--- config.mk ---
export PLATFORM = sky130hd
export DESIGN_NAME = acs_top
export DESIGN_NICKNAME = d
export VERILOG_FILES = /design/src/acs_pkg.sv /design/src/acs_clkdiv.sv /design/src/acs_top.sv
export VERILOG_INCLUDE_DIRS = /design/src
export SDC_FILE = /design/constraint.sdc
export NUM_CORES = 1
export LEC_CHECK = 0
export BUFFER_PORTS_ARGS = -buffer_cell sky130_fd_sc_hd__buf_2
export CORE_UTILIZATION = 60
export CTS_BUF_LIST = sky130_fd_sc_hd__clkbuf_8
export DETAILED_ROUTE_END_ITERATION = 16
export PLACE_DENSITY = 0.94
export SYNTH_ARGS = -nofsm -noshare
export SYNTH_HDL_FRONTEND = slang
export SYNTH_SLANG_ARGS = --single-unit
export TNS_END_PERCENT = 30
--- constraint.sdc ---
create_clock -name clk -period 2.5 [get_ports clk]
set_input_delay 0.5 -clock clk [delete_from_list [all_inputs] [get_ports clk]]
set_output_delay 0.5 -clock clk [all_outputs]
set_load 0.03 [all_outputs]
--- src/acs_cfg.svh ---
// Constants of the converter sequencer: offsets, fields, resets and timing.
`ifndef ACS_CFG_SVH
`define ACS_CFG_SVH

// Register offsets on the 3-bit word address.
`define ACS_OFS_CTRL      3'h0
`define ACS_OFS_CLKSRC    3'h1
`define ACS_OFS_RES_LO    3'h2
`define ACS_OFS_RES_HI    3'h3
`define ACS_OFS_IRQ_STAT  3'h4
`define ACS_OFS_IRQ_MASK  3'h5

// Control register fields.
`define ACS_CTRL_START    7
`define ACS_CTRL_BUSY     6
`define ACS_CTRL_PIN_HI   5
`define ACS_CTRL_PIN_LO   3
`define ACS_CTRL_CH_HI    2
`define ACS_CTRL_CH_LO    0

// Interrupt status bits.
`define ACS_IRQ_DONE      0
`define ACS_IRQ_LATE      1

// Reset values.
`define ACS_RST_CTRL      8'h00
`define ACS_RST_CLKSRC    2'h0
`define ACS_RST_MASK      2'h0

// Timing: clocks per instruction cycle and the reinit window.
`define ACS_INSTR_CLKS       4
`define ACS_REINIT_MAX_INSTR 10
`define ACS_REINIT_CLKS      (`ACS_INSTR_CLKS * `ACS_REINIT_MAX_INSTR)

// Conversion clock half periods in system clocks, one per divider code.
`define ACS_HALF_DIV4     3'h2
`define ACS_HALF_DIV6     3'h3
`define ACS_HALF_DIV8     3'h4
`define ACS_HALF_DIV12    3'h6

`endif

--- src/acs_pkg.sv ---
// Types shared by the converter sequencer modules.
package acs_pkg;

    // Control bundle driven toward the analog converter core.
    typedef struct packed {
        logic       pwr;
        logic       rst;
        logic       start;
        logic [2:0] chan;
    } acs_core_ctl_t;

    // Sequencer states.
    typedef enum logic [1:0] {
        ACS_IDLE = 2'b00,
        ACS_HOLD = 2'b01,
        ACS_CONV = 2'b10
    } acs_state_t;

endpackage : acs_pkg

--- src/acs_clkdiv.sv ---
// Conversion clock divider: system clock divided by 4, 6, 8 or 12.
`timescale 1ns/10ps
`include "acs_cfg.svh"
module acs_clkdiv
    import acs_pkg::*;
(
    input  wire logic       clk,     // System clock.
    input  wire logic       nrst,    // Asynchronous reset, active low.
    input  wire logic [1:0] sel,     // Divider select code.
    output logic            clk_out  // Divided conversion clock.
);

    logic [2:0] cnt_r;

    // Half period in system clocks for each select code.
    function automatic logic [2:0] acs_half(input logic [1:0] s);
        case (s)
            2'b00:   acs_half = `ACS_HALF_DIV4;
            2'b01:   acs_half = `ACS_HALF_DIV6;
            2'b10:   acs_half = `ACS_HALF_DIV8;
            default: acs_half = `ACS_HALF_DIV12;
        endcase
    endfunction : acs_half

    // Toggle at each half period; a select change applies to the phase in
    // progress, which never ends shorter than the new half period.
    always_ff @(posedge clk or negedge nrst) begin
        if (!nrst) begin
            cnt_r   <= 3'h0;
            clk_out <= 1'b0;
        end else if (cnt_r >= acs_half(sel) - 3'h1) begin
            cnt_r   <= 3'h0;
            clk_out <= ~clk_out;
        end else begin
            cnt_r <= cnt_r + 3'h1;
        end
    end
endmodule : acs_clkdiv

--- src/acs_top.sv ---
// Converter sequencer: registers, start handling, busy flag and results.
//
// Local design decisions: the address map and the address-and-strobe port.
`timescale 1ns/10ps
`include "acs_cfg.svh"
module acs_top
    import acs_pkg::*;
(
    input  wire logic          clk,           // System clock, 100 MHz.
    input  wire logic          nrst,          // Async reset, active low.
    input  wire logic [2:0]    bus_addr,      // Register word address.
    input  wire logic [7:0]    bus_wdata,     // Write data.
    input  wire logic          bus_wr,        // Write strobe.
    input  wire logic          bus_rd,        // Read strobe.
    output logic      [7:0]    bus_rdata,     // Read data, next cycle.
    output logic               core_clk,      // Conversion clock to core.
    output acs_core_ctl_t      core_ctl,      // Control to core.
    input  wire logic          core_done,     // Core finished, async level.
    input  wire logic [11:0]   core_result,   // Core result word.
    output logic      [7:0]    pin_analog_en, // Port pins in analog mode.
    output logic               irq            // Interrupt, active high.
);

    localparam logic [5:0] REINIT_CLKS = 6'(`ACS_REINIT_CLKS);

    acs_state_t  state_r;
    logic [2:0]  pin_cfg_r;
    logic [2:0]  chan_sel_r;
    logic        start_r;
    logic        busy_r;
    logic [1:0]  div_sel_r;
    logic [7:0]  res_hi_r;
    logic [3:0]  res_lo_r;
    logic [1:0]  irq_stat_r;
    logic [1:0]  irq_mask_r;
    logic [2:0]  done_sync_r;
    logic        done_lvl_r;
    logic        reinit_pend_r;
    logic [5:0]  reinit_cnt_r;
    logic        wr_ctrl;
    logic        start_rise;
    logic        start_fall;
    logic        done_rise;
    logic        late_evt;
    logic [1:0]  irq_set;

    // Pin configuration decode: which port pins become analog inputs.
    function automatic logic [7:0] acs_pins(input logic [2:0] cfg);
        case (cfg)
            3'b000:  acs_pins = 8'h00;
            3'b001:  acs_pins = 8'h01;
            3'b010:  acs_pins = 8'h03;
            3'b011:  acs_pins = 8'h07;
            3'b100:  acs_pins = 8'h0E;
            3'b101:  acs_pins = 8'h3F;
            3'b110:  acs_pins = 8'h3F;
            default: acs_pins = 8'hFF;
        endcase
    endfunction : acs_pins

    // Write decode for the start bit edges.
    assign wr_ctrl    = bus_wr && (bus_addr == `ACS_OFS_CTRL);
    assign start_rise = wr_ctrl && bus_wdata[`ACS_CTRL_START] && !start_r;
    assign start_fall = wr_ctrl && !bus_wdata[`ACS_CTRL_START] && start_r;

    // The done level crosses in through three flops; it counts only
    // once the second and third stages agree, which filters glitches.
    always_ff @(posedge clk or negedge nrst) begin
        if (!nrst) begin
            done_sync_r <= 3'h0;
            done_lvl_r  <= 1'b0;
        end else begin
            done_sync_r <= {done_sync_r[1:0], core_done};
            if (done_sync_r[1] == done_sync_r[2]) begin
                done_lvl_r <= done_sync_r[2];
            end
        end
    end
    assign done_rise = (done_sync_r[1] == done_sync_r[2]) &&
                       done_sync_r[2] && !done_lvl_r;

    // Software-written configuration; pin and channel share one write.
    always_ff @(posedge clk or negedge nrst) begin
        if (!nrst) begin
            pin_cfg_r  <= 3'(`ACS_RST_CTRL >> `ACS_CTRL_PIN_LO);
            chan_sel_r <= 3'h0;
            start_r    <= 1'b0;
            div_sel_r  <= `ACS_RST_CLKSRC;
            irq_mask_r <= `ACS_RST_MASK;
        end else if (bus_wr) begin
            if (bus_addr == `ACS_OFS_CTRL) begin
                pin_cfg_r  <= bus_wdata[`ACS_CTRL_PIN_HI:`ACS_CTRL_PIN_LO];
                chan_sel_r <= bus_wdata[`ACS_CTRL_CH_HI:`ACS_CTRL_CH_LO];
                start_r    <= bus_wdata[`ACS_CTRL_START];
            end
            if (bus_addr == `ACS_OFS_CLKSRC) begin
                div_sel_r <= bus_wdata[1:0];
            end
            if (bus_addr == `ACS_OFS_IRQ_MASK) begin
                irq_mask_r <= bus_wdata[1:0];
            end
        end
    end

    // Sequencer: start high holds the core in reset with busy high; the
    // falling edge launches a conversion on the channel stored before that write.
    always_ff @(posedge clk or negedge nrst) begin
        if (!nrst) begin
            state_r  <= ACS_IDLE;
            busy_r   <= 1'b0;
            core_ctl <= '0;
        end else begin
            core_ctl.start <= 1'b0;
            core_ctl.pwr   <= (pin_cfg_r != 3'h0);
            case (state_r)
                ACS_IDLE, ACS_CONV: begin
                    if (start_rise) begin
                        state_r      <= ACS_HOLD;
                        busy_r       <= 1'b1;
                        core_ctl.rst <= 1'b1;
                    end else if (state_r == ACS_CONV && done_rise) begin
                        state_r <= ACS_IDLE;
                        busy_r  <= 1'b0;
                    end
                end
                ACS_HOLD: begin
                    if (start_fall) begin
                        state_r        <= ACS_CONV;
                        core_ctl.rst   <= 1'b0;
                        core_ctl.start <= 1'b1;
                        core_ctl.chan  <= chan_sel_r;
                    end
                end
                default: begin
                    state_r <= ACS_IDLE;
                end
            endcase
        end
    end

    // Results load only on completion; they stand until the next one.
    always_ff @(posedge clk or negedge nrst) begin
        if (!nrst) begin
            res_hi_r <= 8'h00;
            res_lo_r <= 4'h0;
        end else if (state_r == ACS_CONV && done_rise && !start_rise) begin
            res_hi_r <= core_result[11:4];
            res_lo_r <= core_result[3:0];
        end
    end

    // Reinit watch: a channel change opens a window counted in system
    // clocks; missing it only flags software, the hardware goes on.
    always_ff @(posedge clk or negedge nrst) begin
        if (!nrst) begin
            reinit_pend_r <= 1'b0;
            reinit_cnt_r  <= 6'h00;
        end else if (start_rise) begin
            reinit_pend_r <= 1'b0;
            reinit_cnt_r  <= 6'h00;
        end else if (wr_ctrl && bus_wdata[2:0] != chan_sel_r) begin
            reinit_pend_r <= 1'b1;
            reinit_cnt_r  <= 6'h00;
        end else if (reinit_pend_r) begin
            reinit_cnt_r <= reinit_cnt_r + 6'h01;
            if (late_evt) begin
                reinit_pend_r <= 1'b0;
            end
        end
    end
    assign late_evt = reinit_pend_r && (reinit_cnt_r == REINIT_CLKS);

    // Sticky status: a read clears it, but a same-cycle event wins.
    assign irq_set = {late_evt,
                      state_r == ACS_CONV && done_rise && !start_rise};
    always_ff @(posedge clk or negedge nrst) begin
        if (!nrst) begin
            irq_stat_r <= 2'h0;
        end else if (bus_rd && bus_addr == `ACS_OFS_IRQ_STAT) begin
            irq_stat_r <= irq_set;
        end else begin
            irq_stat_r <= irq_stat_r | irq_set;
        end
    end

    // Registered outputs: interrupt level and analog pin enables.
    always_ff @(posedge clk or negedge nrst) begin
        if (!nrst) begin
            irq           <= 1'b0;
            pin_analog_en <= 8'h00;
        end else begin
            irq           <= |(irq_stat_r & irq_mask_r);
            pin_analog_en <= acs_pins(pin_cfg_r);
        end
    end

    // Read data stands one cycle after the strobe; unmapped reads zero.
    always_ff @(posedge clk or negedge nrst) begin
        if (!nrst) begin
            bus_rdata <= 8'h00;
        end else if (bus_rd) begin
            case (bus_addr)
                `ACS_OFS_CTRL:     bus_rdata <= {start_r, busy_r, pin_cfg_r,
                                                 chan_sel_r};
                `ACS_OFS_CLKSRC:   bus_rdata <= {6'h00, div_sel_r};
                `ACS_OFS_RES_LO:   bus_rdata <= {res_lo_r, 4'h0};
                `ACS_OFS_RES_HI:   bus_rdata <= res_hi_r;
                `ACS_OFS_IRQ_STAT: bus_rdata <= {6'h00, irq_stat_r};
                `ACS_OFS_IRQ_MASK: bus_rdata <= {6'h00, irq_mask_r};
                default:           bus_rdata <= 8'h00;
            endcase
        end else begin
            bus_rdata <= 8'h00;
        end
    end

    // Conversion clock from the selectable divider.
    acs_clkdiv u_div (
        .clk     (clk),
        .nrst    (nrst),
        .sel     (div_sel_r),
        .clk_out (core_clk)
    );
endmodule : acs_top

**After elaboration in Yosys (flattened, before gate mapping)**

Cells that the tools add are included.

- Bits in registers: 66
- Bits of input ports: 28
- Output and inout bits: 24
- Logic and storage cells: 108

- $add $sub $neg: 3
- Order comparisons: 1
- Equal/unequal tests: 21
- Muxes and demuxes: 23
- Bitwise logic cells: 3
- Reduce and logical (&&, ||, !) cells: 34

Operators with widths:

| kind | count |
|---|---|
| 8-bit one-hot mux with 6 select lines | 2 |
| 6-bit 2-to-1 mux | 3 |
| 3-bit == test (second input constant) | 5 |
| 3-bit by 2-bit == test with 1-bit output (second input constant) | 4 |
| 1-bit logical AND | 12 |
| 2-bit AND reduction | 6 |
| 3-bit one-hot mux with 3 select lines | 1 |
| 2-bit 2-to-1 mux | 4 |
| 8-bit 2-to-1 mux | 1 |
| 1-bit 2-to-1 mux | 7 |
| 6-bit by 1-bit adder with 6-bit output (second input constant) | 1 |
| 3-bit by 1-bit == test with 1-bit output (second input constant) | 2 |
| 6-bit == test (second input constant) | 1 |
| 3-bit logical NOT | 2 |
| 3-bit nonzero test | 2 |
| 2-bit OR reduction | 3 |
| 5-bit 2-to-1 mux | 1 |
| 2-bit by 1-bit == test with 1-bit output (second input constant) | 2 |
| 2-bit == test (second input constant) | 2 |
| 1-bit logical NOT | 4 |
| 2-bit logical NOT | 2 |
| 4-bit 2-to-1 mux | 1 |
| 2-bit != test (second input constant) | 2 |
| 2-bit one-hot mux with 2 select lines | 1 |
| 13 further kinds | 14 |

**Logic depth before layout (Yosys ltp)**

Gate-level depths: netlist (run 1).

- Depth in word-level cells: 8
- Gate-level depth with buffers: 8
- Depth with buffers taken out: 8

**Cells and area by module**

Synthesis (run 1) repeated with hierarchy kept, for this count alone.

- Cells, all modules: 231
- Area, all modules: 2,786.4 sq um

By module, submodules not included:

| module | times used | cells an instance | area an instance (sq um) | seq. area each (sq um) |
|---|---|---|---|---|
| acs_top | 1 | 207 | 2,532.4 | 1,501.4 |
| acs_clkdiv | 1 | 24 | 254.0 | 100.1 |

**Least setup slack after synthesis (run 1)**

No wires, ideal clock.

- Path type: input to register
- From: input bus_addr[1]
- To: register res_hi_r[0]
- Library setup time: 125 ps
- Data arrival time: 1,793 ps
- Required time: 2,375 ps
- Setup slack: 582 ps
- Stages on the path: 6
- Buffers on the path: 2
- Cell sequence: buf_6 nor4b_4 nand3_1 nand2b_2 buf_6 mux2_2

- Word-level cells in the longest chain between the ends: 6

RTL lines:

| item | line | RTL |
|---|---|---|
| start, declared | acs_top.sv:11 | `input wire logic [2:0] bus_addr,` |
| 3-bit logical NOT | -- |  |
| 1-bit logical AND | acs_top.sv:62 | `` assign wr_ctrl = bus_wr && (bus_addr == `ACS_OFS_CTRL); `` |
| 1-bit logical AND (2 in a row) | acs_top.sv:63 | `` assign start_rise = wr_ctrl && bus_wdata[`ACS_CTRL_START] && !start_r; `` |
| 1-bit logical NOT | acs_top.sv:146 | `end else if (state_r == ACS_CONV && done_rise && !start_rise) begin` |
| 1-bit logical AND | acs_top.sv:146 |  |
| end signal, assigned | acs_top.sv:147 | `res_hi_r <= core_result[11:4];` |
| end, declared | acs_top.sv:32 | `logic [7:0] res_hi_r;` |

No other way between the ends.
A chain may end at the register's enable or synchronous reset.

**Worst setup path in the final report (run 1)**

- From: input bus_addr[2]
- To: register core_ctl[1] in the netlist's numbering

- Word-level cells in the longest chain between the ends: 5

RTL lines:

| item | line | RTL |
|---|---|---|
| 3-bit logical NOT | -- |  |
| 1-bit logical AND | acs_top.sv:62 |  |
| 1-bit logical AND (2 in a row) | acs_top.sv:64 | `` assign start_fall = wr_ctrl && !bus_wdata[`ACS_CTRL_START] && start_r; `` |
| 2-bit AND reduction (no line) | -- |  |
| end, declared | acs_top.sv:17 | `output acs_core_ctl_t core_ctl,` |

No other way between the ends.

==> flow_metrics.env, run 1 <==
export IMPL_dieArea_sq_um=4948
export IMPL_io_pins=52
export IMPL_drt_total_wl_microns=5511
export IMPL_synthTopCellsByArea="dfrtp_1 57%, mux2_2 8.4%, nand2_1 4.2%"
export IMPL_cp_end_kind="register"
export IMPL_synth_compound_area_frac=0.05670
export IMPL_dieWidth_microns=70.35
export IMPL_cts_hold_buf=0
export IMPL_p_leak_nw=1.696
export IMPL_wire_per_inst_microns=15.84
export IMPL_critPathRequiredTime_ps=2720
export IMPL_async_reset_ff_frac=1.000
export IMPL_vias=1933
export IMPL_timing_hold_ws_ps=179.0
export IMPL_die_h_microns=70.35
export IMPL_synth_largest_area_cell="dfrtp_1"
export IMPL_initial_core_util=0.6349
export IMPL_slew_headroom=0.5756
export IMPL_synth_seq_cells=64
export IMPL_run_status="finished clean"
export IMPL_synth_xor_area_frac=0.03125
export IMPL_period_share=0.7126
export IMPL_drtIter0Drc=94
export IMPL_grt_pass1_vias=1931
export IMPL_antenna_left=0
export IMPL_synth_ff_type="dfrtp_1"
export IMPL_r2r_start="done_sync_r[1]$_DFF_PN0_"
export IMPL_htreeDepth=3
export IMPL_grt_overflow=0
export IMPL_yosysTopAreaCellShare=0.5714
export IMPL_insertion_delay_ps=340
export IMPL_synthMuxAreaShare=0.1156
export IMPL_synthAdderAreaFrac=0.04018
export IMPL_syn_inst=235
export IMPL_rsz0062_at_grt="false"
export IMPL_place_gp_congestion=0.8019
export IMPL_cts_resized=0
export IMPL_clock_sinks=64
export IMPL_syn_cell_area_sq_um=2803
export IMPL_reg2reg_slack_ps=860
export IMPL_numCtsBuffers=9
export IMPL_synth_edf_count=0
export IMPL_synth_cell_types=43
export IMPL_clk_pin_slew_ps=80
export IMPL_synth_top_family_by_area="simple AND/OR/NAND/NOR gates"
export IMPL_clock_path_buffers=2
export IMPL_cts_tree="yes"
export IMPL_cts_root_buf="clkbuf_8"
export IMPL_finalHoldViolations=0
export IMPL_viasPerCell=5.555
export IMPL_area_growth_pct=19.55
export IMPL_yosysWarnings=0
export IMPL_core_area_sq_um=4414
export IMPL_track_usage=0.2487
export IMPL_power_density_nw_per_um2=1004
export IMPL_final_net_count=328
export IMPL_timing_rr_end="res_lo_r[0]$_DFFE_PN0P_"
export IMPL_final_max_slew_viol_count=0
export IMPL_setup_viol=0
export IMPL_syn_area_per_cell_sq_um=11.93
export IMPL_syn_nets=272
export IMPL_setup_tns_ps=0
export IMPL_finalCriticalPeriod_ps=1781
export IMPL_grt_pass1_wl_microns=9170
export IMPL_crit_arrival_ps=2000
export IMPL_diodes=0
export IMPL_grt_max_degree=37
export IMPL_path_class="in -> reg"
export IMPL_ys_seq_area_frac=0.5714
export IMPL_fin_skew_ps=10.11
export IMPL_hold_path_class="in -> async"
export IMPL_cts_setup_buffers=0
export IMPL_drc=0
export IMPL_drv_cap=0
export IMPL_grt_antenna_before_repair=0
export IMPL_io_buffers=50
export IMPL_firstDrtPassIters=4
export IMPL_critPathMaxFanout=12
export IMPL_dp_hpwl_microns=3850
export IMPL_vdd_ir_drop_worst_uv=677.3
export IMPL_max_freq_mhz=561.3
export IMPL_drive_gt1_frac=0.3446
export IMPL_rr_worst_depth=5
export IMPL_nFillCells=271
export IMPL_worst_pin_slew_ps=636.6
export IMPL_synth_simple_area_share=0.1469
export IMPL_row_count=24
export IMPL_worstSetupStartpointType="primary input"
==> worst max path at each step <==
stage	from	to	depth (start not counted)
final	bus_addr[2]	core_ctl[1]$_DFFE_PN0P_	5
after global routing	bus_addr[2]	core_ctl[1]$_DFFE_PN0P_	5
after CTS	bus_addr[2]	core_ctl[1]$_DFFE_PN0P_	5
after detailed placement	bus_addr[2]	core_ctl[1]$_DFFE_PN0P_	5
after global placement	bus_addr[2]	core_ctl[2]$_DFFE_PN0P_	5
after floorplan	bus_addr[1]	res_hi_r[0]$_DFFE_PN0P_	6
==> cells in the mapped netlist (all sizes together), types with 2 or more instances <==
library cell	number
a21oi	5
a22oi	5
buf	5
clkbuf	5
dfrtp	64
ha	9
inv	12
mux2	24
mux2i	2
nand2	32
nand2b	3
nand3	5
nand3b	2
nand4	2
nor2	21
nor2b	2
nor4bb	2
o21ai	6
or2	2
xnor2	3
xor2	7
==> registers in the layout (all words and copies together), names as in the netlist, 2 cells and up <==
register and flops:
core_ctl 6, reinit_cnt_r 6, pin_cfg_r 3, res_lo_r 4, bus_rdata 8, done_sync_r 3
u_div.cnt_r 3, div_sel_r 2, chan_sel_r 3, state_r 2, res_hi_r 8, pin_analog_en 6
irq_mask_r 2, irq_stat_r 2
==> area by class of cell <==
type / count / area, sq um / share of cell area
clock buffer: 9 / 123.9 / 0.03697
clock inverter: 7 / 120.1 / 0.03585
inverter: 12 / 45.04 / 0.01344
multi-input combinational: 149 / 1095 / 0.3267
sequential: 64 / 1602 / 0.4780
tap: 52 / 65.06 / 0.01942
timing repair buffer: 55 / 300.3 / 0.08962
==> through the flow <==
stage	util	power (mW)	instance area, sq um	setup WS, ps	std cells
after floorplan	-	2.061	2803	582.1	235
after global placement	0.7038	2.242	3107	424.1	332
after detailed placement	0.7038	2.312	3107	378.4	332
after CTS	0.7591	3.388	3351	739.3	348
after global routing	0.7591	3.567	3351	677.2	348
final	0.7591	3.363	3351	718.5	348
==> routing by layer <==
metal	part of all wire	track usage
met3	0.061	0.07359
met1	0.41	0.3055
met2	0.51	0.4000
met4	0.018	0.1222
met5	0	0
==> where the power goes <==
| part | switching, mW | internal [mW] |
|---|---|---|
| Combinational | 0.427 | 0.359 |
| Clock | 0.404 | 0.665 |
| Sequential | 0.214 | 1.29 |
==> cells by family (layout without fill, tap and decap cells) <==
kind of cell    after synthesis  in the layout
simple gates                 79             79
fa+ha+maj                     9              9
xor+xnor                     10             10
mux                          27             27
flops                        64             64
compound gates               24             24
buf+inv                      22             83
==> layout by cell type, fill, tap and decap left out, types with 3 or more instances in the layout <==
cell type  count
a22oi_1        5
clkbuf_8       9
ha_1           9
a21oi_1        5
dfrtp_1       64
nand2_1       31
nand3_1        5
nor2_1        21
mux2_4         3
xnor2_1        3
inv_1         13
xor2_1         7
buf_4          4
buf_2         50
bufinv_16      3
mux2_2        21
o21ai_0        6
==> worst max-delay path: stages <==
cell,delay (ps)
buf_2,180
or4b_4,610
nor4_4,200
nand2_2,170
mux2_4,330
No activity file was read; power rests on OpenSTA's default activity.
==> inputs of run 2 (changes only) <==
--- a/config.mk
+++ b/config.mk
@@ -7,10 +7,10 @@
 export NUM_CORES = 1
 export LEC_CHECK = 0
 export BUFFER_PORTS_ARGS = -buffer_cell sky130_fd_sc_hd__buf_2
-export CORE_UTILIZATION = 60
+export CORE_UTILIZATION = 57
 export CTS_BUF_LIST = sky130_fd_sc_hd__clkbuf_8
 export DETAILED_ROUTE_END_ITERATION = 16
-export PLACE_DENSITY = 0.94
+export PLACE_DENSITY = 0.91
 export SYNTH_ARGS = -nofsm -noshare
 export SYNTH_HDL_FRONTEND = slang
 export SYNTH_SLANG_ARGS = --single-unit
==> constraint.sdc (replaced) <==
create_clock -name clk -period 1.7 [get_ports clk]
set_input_delay 0.34 -clock clk [delete_from_list [all_inputs] [get_ports clk]]
set_output_delay 0.34 -clock clk [all_outputs]
set_load 0.03 [all_outputs]
==> run 2 against run 1 <==
  * Sequential power grew 46%
  * Clock skew shrank 2.6 ps
  * Worst setup slack lost 570 ps
  * Sequential cell count is the same
  * First-iteration DRC count grew 97%
  * Register-to-register slack lost 710 ps
  * Sequential share of layout area shrank 0.81 points
  * Routed wire length grew 0.76%
  * Critical endpoint is now u_div.clk_out$_DFFE_PN0P_
  * Largest power group unchanged
==> flow_metrics.env, run 2 (synthesized netlist as in run 1, its figures left out) <==
export IMPL_wire_per_inst_microns=14.89
export IMPL_vdd_ir_drop_worst_uv=728.3
export IMPL_dp_slack_ps=-133.6
export IMPL_run_status="finished clean"
export IMPL_finalCriticalPeriod_ps=1547
export IMPL_die_h_microns=72.12
export IMPL_p_leak_nw=1.738
export IMPL_clk_pin_slew_ps=70
export IMPL_max_freq_mhz=646.5
export IMPL_viasPerCell=5.268
export IMPL_path_class="reg -> reg"
export IMPL_area_growth_pct=21.61
export IMPL_finalHoldViolations=0
export IMPL_grt_overflow=0
export IMPL_layout_commonest_cell="dfrtp_1"
export IMPL_diodes=0
export IMPL_dieWidth_microns=72.12
export IMPL_cts_tree="yes"
export IMPL_seq_area_sq_um=1602
export IMPL_worst_pin_slew_ps=481.2
export IMPL_drt_total_wl_microns=5553
export IMPL_rsz0062_at_grt="false"
export IMPL_nFillCells=297
export IMPL_top_regs="bus_rdata (8), res_hi_r (8)"
export IMPL_timing_hold_ws_ps=5.815
export IMPL_vias=1965
export IMPL_crit_arrival_ps=1820
export IMPL_drv_cap=0
export IMPL_drive_gt1_frac=0.3725
export IMPL_io_pins=52
export IMPL_worstSetupStartpointType="register"
export IMPL_final_cell_mix="64 x dfrtp_1, 50 x buf_2, 31 x nand2_1"
export IMPL_row_count=25
export IMPL_track_usage=0.2374
export IMPL_setup_tns_ps=0
export IMPL_cp_end_kind="register"
export IMPL_grt_pass1_wl_microns=8990
export IMPL_grt_antenna_before_repair=0
export IMPL_final_max_slew_viol_count=0
export IMPL_power_density_nw_per_um2=1369
export IMPL_firstDrtPassIters=5
export IMPL_clock_path_buffers=2
export IMPL_drtIter0Drc=185
export IMPL_fin_skew_ps=7.520
export IMPL_numCtsBuffers=9
export IMPL_io_buffers=50
export IMPL_core_area_sq_um=4723
export IMPL_grt_max_degree=65
export IMPL_dp_cells=358
export IMPL_cp_startpoint="div_sel_r[1]$_DFFE_PN0P_"
export IMPL_fin_cells=373
export IMPL_period_share=0.9099
export IMPL_insertion_delay_ps=340
export IMPL_grt_pass1_vias=1923
export IMPL_setup_viol=0
export IMPL_dp_hpwl_microns=3766
export IMPL_slew_headroom=0.6748
export IMPL_drc=0
export IMPL_critPathRequiredTime_ps=1970
export IMPL_htreeDepth=3
export IMPL_dieArea_sq_um=5201
export IMPL_multi_input_area_sq_um=1109
export IMPL_initial_core_util=0.5934
export IMPL_critPathMaxFanout=4
export IMPL_total_power_mw=4.666
export IMPL_timing_final_ws_setup_ps=153.2
export IMPL_final_net_count=339
export IMPL_cts_root_buf="clkbuf_8"
export IMPL_r2r_start="div_sel_r[1]$_DFFE_PN0P_"
export IMPL_hold_path_class="in -> async"
export IMPL_place_gp_congestion=0.7790
export IMPL_antenna_left=0
export IMPL_clock_sinks=64
export IMPL_cts_hold_buf=0
==> run 2: cell types whose count changed in the layout (fill, tap and decap cells not counted), sizes merged <==
| cell | change |
|---|---|
| inv | -1 |
| clkbuf | +1 |
| bufinv | -2 |
| clkinv | +1 |
| buf | +11 |
==> run 2: power breakdown <==
| part | total [mW] | internal, mW | switching, mW | leakage (nW) |
|---|---|---|---|---|
| clock network | 1.25 | 0.695 | 0.555 | 0.103 |
| logic | 1.21 | 0.557 | 0.648 | 0.838 |
| registers | 2.21 | 1.90 | 0.307 | 0.797 |
| total | 4.67 | 3.16 | 1.51 | 1.74 |
==> run 2: final cells by class <==
type	instances	share of cell area
tap	67	0.02460
inverter	12	0.01322
multi-input combinational	149	0.3253
clock inverter	5	0.01432
clock buffer	10	0.04038
sequential	64	0.4699
timing repair buffer	66	0.1123
==> run 2: per-layer routing <==
layer,global-route usage,vias up,share of wire
li1,-,927,-
met1,0.2771,943,0.39
met2,0.4039,79,0.52
met3,0.05000,16,0.060
met4,0.1416,0,0.028
met5,0,-,0
==> run 2: what timing repair did <==
| item | in CTS | in global routing |
|---|---|---|
| setup buffers | 0 | 0 |
| gates resized for setup | 0 | 1 |
| setup endpoints to repair | 0 | 2 |
==> run 2: critical path, stage by stage (launching register included) <==
cell and delay, ps:
dfrtp_1 370, inv_1 60, ha_1 280, ha_1 280, o21ai_0 90, a21oi_2 230
xor2_1 160
==> run 2: metrics by stage <==
step	utilization	area (sq um)
final	0.7216	3408
after global routing	0.7216	3408
after CTS	0.7208	3405
after detailed placement	0.6813	3218
after global placement	0.6813	3218
after floorplan	-	2813
==> run 2: final timing paths <==
check                                             to  slack, ps  depth (start not counted)
max                        u_div.clk_out$_DFFE_PN0P_        150                          6
min                         u_div.cnt_r[2]$_DFF_PN0_          6                          2
max reg2reg                u_div.clk_out$_DFFE_PN0P_        150                          6
min reg2reg                 done_sync_r[1]$_DFF_PN0_        350                          0
max in group asynchronous     bus_rdata[6]$_DFF_PN0_       1430                          2
min in group clk            done_sync_r[0]$_DFF_PN0_        110                          1
==> inputs of run 3 (changes only) <==
--- a/config.mk
+++ b/config.mk
@@ -13,5 +13,6 @@
 export PLACE_DENSITY = 0.91
 export SYNTH_ARGS = -nofsm -noshare
 export SYNTH_HDL_FRONTEND = slang
+export SYNTH_HIERARCHICAL = 1
 export SYNTH_SLANG_ARGS = --single-unit
 export TNS_END_PERCENT = 30
==> run 3 against run 2 <==
  * Clock power down 14%
  * Clock-buffer cell count unchanged
  * Final cell count decreased by 2.4%
  * Critical path depth shrank 2
  * Final area is 1.9% lower
  * Register-to-register slack got worse by 60 ps
  * Die area decreased by 0.57%
  * Sequential power decreased by 3%
  * Hold slack better by 110 ps
  * Clock skew grew 0.75 ps
  * Total power decreased by 7.3%
  * Worst setup slack worse by 100 ps
  * Critical path type is now in -> reg
  * Highest routed layer unchanged
==> flow_metrics.env, run 3 <==
export IMPL_run_status="finished clean"
export IMPL_p_int_mw=2.905
export IMPL_dpl_cell_area_sq_um=3166
export IMPL_cts_root_buf="clkbuf_8"
export IMPL_synthTopCellsByArea="dfrtp_1 57%, mux2_2 9.3%, ha_1 4.0%"
export IMPL_cts_setup_buffers=0
export IMPL_nFillCells=329
export IMPL_drt_total_wl_microns=5292
export IMPL_syn_nets=268
export IMPL_worst_hold_startpoint="core_done"
export IMPL_clock_path_buffers=2
export IMPL_syn_area_per_cell_sq_um=12.06
export IMPL_drc=0
export IMPL_grt_max_degree=48
export IMPL_firstDrtPassIters=4
export IMPL_yosysWarnings=6
export IMPL_antenna_left=0
export IMPL_cts_tree="yes"
export IMPL_period_share=0.9715
export IMPL_setup_viol=0
export IMPL_final_cell_mix="64 x dfrtp_1, 50 x buf_2, 28 x nand2_1"
export IMPL_drive_gt1_frac=0.3737
export IMPL_synth_edf_count=0
export IMPL_layout_commonest_cell="dfrtp_1"
export IMPL_htreeDepth=3
export IMPL_initial_core_util=0.5899
export IMPL_r2r_start="done_sync_r[1]$_DFF_PN0_"
export IMPL_worstSetupStartpointType="primary input"
export IMPL_hold_path_class="in -> reg"
export IMPL_clkPwrFrac=0.250
export IMPL_yosys_top_cells_count="64 x dfrtp_1, 28 x nand2_1, 23 x mux2_2"
export IMPL_fin_skew_ps=8.274
export IMPL_grt_pass1_wl_microns=8652
export IMPL_power_density_nw_per_um2=1294
export IMPL_viasPerCell=5.319
export IMPL_synth_ff_type="dfrtp_1"
export IMPL_worst_pin_slew_ps=499.0
export IMPL_timing_hold_ws_ps=116.7
export IMPL_vdd_ir_drop_worst_uv=853.6
export IMPL_drtIter0Drc=142
export IMPL_area_growth_pct=19.94
export IMPL_grt_antenna_before_repair=0
export IMPL_ys_seq_area_frac=0.5748
export IMPL_dieArea_sq_um=5172
export IMPL_top_regs="bus_rdata (8), res_hi_r (8)"
export IMPL_p_comb_frac=0.254
export IMPL_dp_hpwl_microns=3814
export IMPL_yosysTopAreaCellShare=0.5748
export IMPL_finalCriticalPeriod_ps=1652
export IMPL_grt_overflow=0
export IMPL_syn_inst=231
export IMPL_p_sw_frac=0.3281
export IMPL_drv_cap=0
export IMPL_cp_end_kind="register"
export IMPL_grt_pass1_vias=1879
export IMPL_critPathRequiredTime_ps=1920
export IMPL_place_gp_congestion=0.8254
export IMPL_clock_sinks=64
export IMPL_track_usage=0.2309
export IMPL_row_count=25
export IMPL_pwr_share_seq=0.496
export IMPL_stdcell_area_sq_um=3342
export IMPL_slew_headroom=0.6661
export IMPL_numCtsBuffers=9
export IMPL_io_pins=52
export IMPL_final_net_count=331
export IMPL_synth_largest_area_cell="dfrtp_1"
export IMPL_finalHoldViolations=0
export IMPL_crit_arrival_ps=1870
export IMPL_insertion_delay_ps=340
export IMPL_clk_pin_slew_ps=60
export IMPL_yosys_cell_count_top_type="dfrtp_1"
export IMPL_cp_startpoint="bus_addr[0]"
export IMPL_async_reset_ff_frac=1.000
export IMPL_critPathMaxFanout=6
export IMPL_max_freq_mhz=605.5
export IMPL_synth_cell_types=42
export IMPL_rsz0062_at_grt="false"
export IMPL_switchingPower_mw=1.418
export IMPL_vias=1936
export IMPL_dieWidth_microns=71.92
export IMPL_wire_per_inst_microns=14.54
export IMPL_final_max_slew_viol_count=0
export IMPL_diodes=0
export IMPL_io_buffers=50
export IMPL_synth_seq_cells=64
export IMPL_p_leak_nw=1.726
export IMPL_die_h_microns=71.92
export IMPL_path_class="in -> reg"
export IMPL_syn_cell_area_sq_um=2786
export IMPL_core_area_sq_um=4723
run 3: cell count changes after synthesis, moves of 3 or more:
cell and delta:
nand2b_1 +4, a22oi_1 +5, nand3_1 -5, nand2_1 -3, a21oi_1 -3, nor2_1 -4
xor2_1 -3
run 3: worst paths after layout:
| path | end | slack, ps | cells past startpoint |
|---|---|---|---|
| worst max register to register | res_hi_r[3]$_DFFE_PN0P_ | 90 | 6 |
| max in group asynchronous | reinit_pend_r$_DFF_PN0_ | 640 | 3 |
| worst min register to register | done_sync_r[1]$_DFF_PN0_ | 360 | 0 |
| min in group asynchronous | core_ctl[0]$_DFFE_PN0P_ | 500 | 2 |
| worst max-delay path | core_ctl[2]$_DFFE_PN0P_ | 50 | 4 |
| worst min-delay path | done_sync_r[0]$_DFF_PN0_ | 120 | 1 |
run 3: metal layers:
layer / global-route usage / wire length (microns) / vias up
li1: - / - / 911
met1: 0.2900 / 2341 / 954
met2: 0.3595 / 2591 / 59
met3: 0.08611 / 261 / 12
met4: 0.1046 / 97 / 0
met5: 0 / 0 / -
run 3: worst max-delay path, cell delays in order:
cell    delay (ps)
buf_2          120
or4b_4         570
or3b_1         500
mux2_4         340
run 3: final cells by class:
| type | count | area, sq um | area share |
|---|---|---|---|
| multi-input combinational | 146 | 1096 | 0.3280 |
| sequential | 64 | 1602 | 0.4792 |
| timing repair buffer | 63 | 362.8 | 0.1086 |
| tap | 67 | 83.83 | 0.02508 |
| inverter | 10 | 37.54 | 0.01123 |
| clock buffer | 10 | 137.6 | 0.04118 |
| clock inverter | 4 | 22.52 | 0.006739 |
run 3: power by group through the flow:
| stage | registers, mW | clock network, mW | logic, mW |
|---|---|---|---|
| 2_1_floorplan | 2.21 | 0 | 0.716 |
| 3_3_place_gp | 2.13 | 0 | 1.04 |
| 3_5_place_dp | 2.16 | 0 | 1.10 |
| 4_1_cts | 2.14 | 1.12 | 1.11 |
| 5_1_grt | 2.19 | 1.17 | 1.25 |
| 6_report | 2.14 | 1.08 | 1.10 |
run 3: what timing repair did:
action | CTS | global route
setup endpoints to repair | 0 | 12
resized for setup | 0 | 1
hold buffers | 1 | 0
endpoints found under the hold margin | 17 | 0
run 3: cells by family after synthesis:
logic type,synth area share
simple gates,0.1401
xor+xnor,0.02829
mux,0.1127
compound gates,0.06826
flops,0.5748
buf+inv,0.03547
fa+ha+maj,0.04041
run 3: per-stage QoR:
stage          setup TNS, ps  setup WS (ps)  total power, mW  cells  utilization
2_1_floorplan          -1488         -157.1            2.924    231            -
4_1_cts                    0          52.12            4.369    364       0.7062
3_5_place_dp           -4390         -290.0            3.258    349       0.6702
3_3_place_gp           -4020         -270.3            3.178    349       0.6702
6_report                   0          48.44            4.323    364       0.7076
5_1_grt                    0          14.37            4.604    364       0.7076
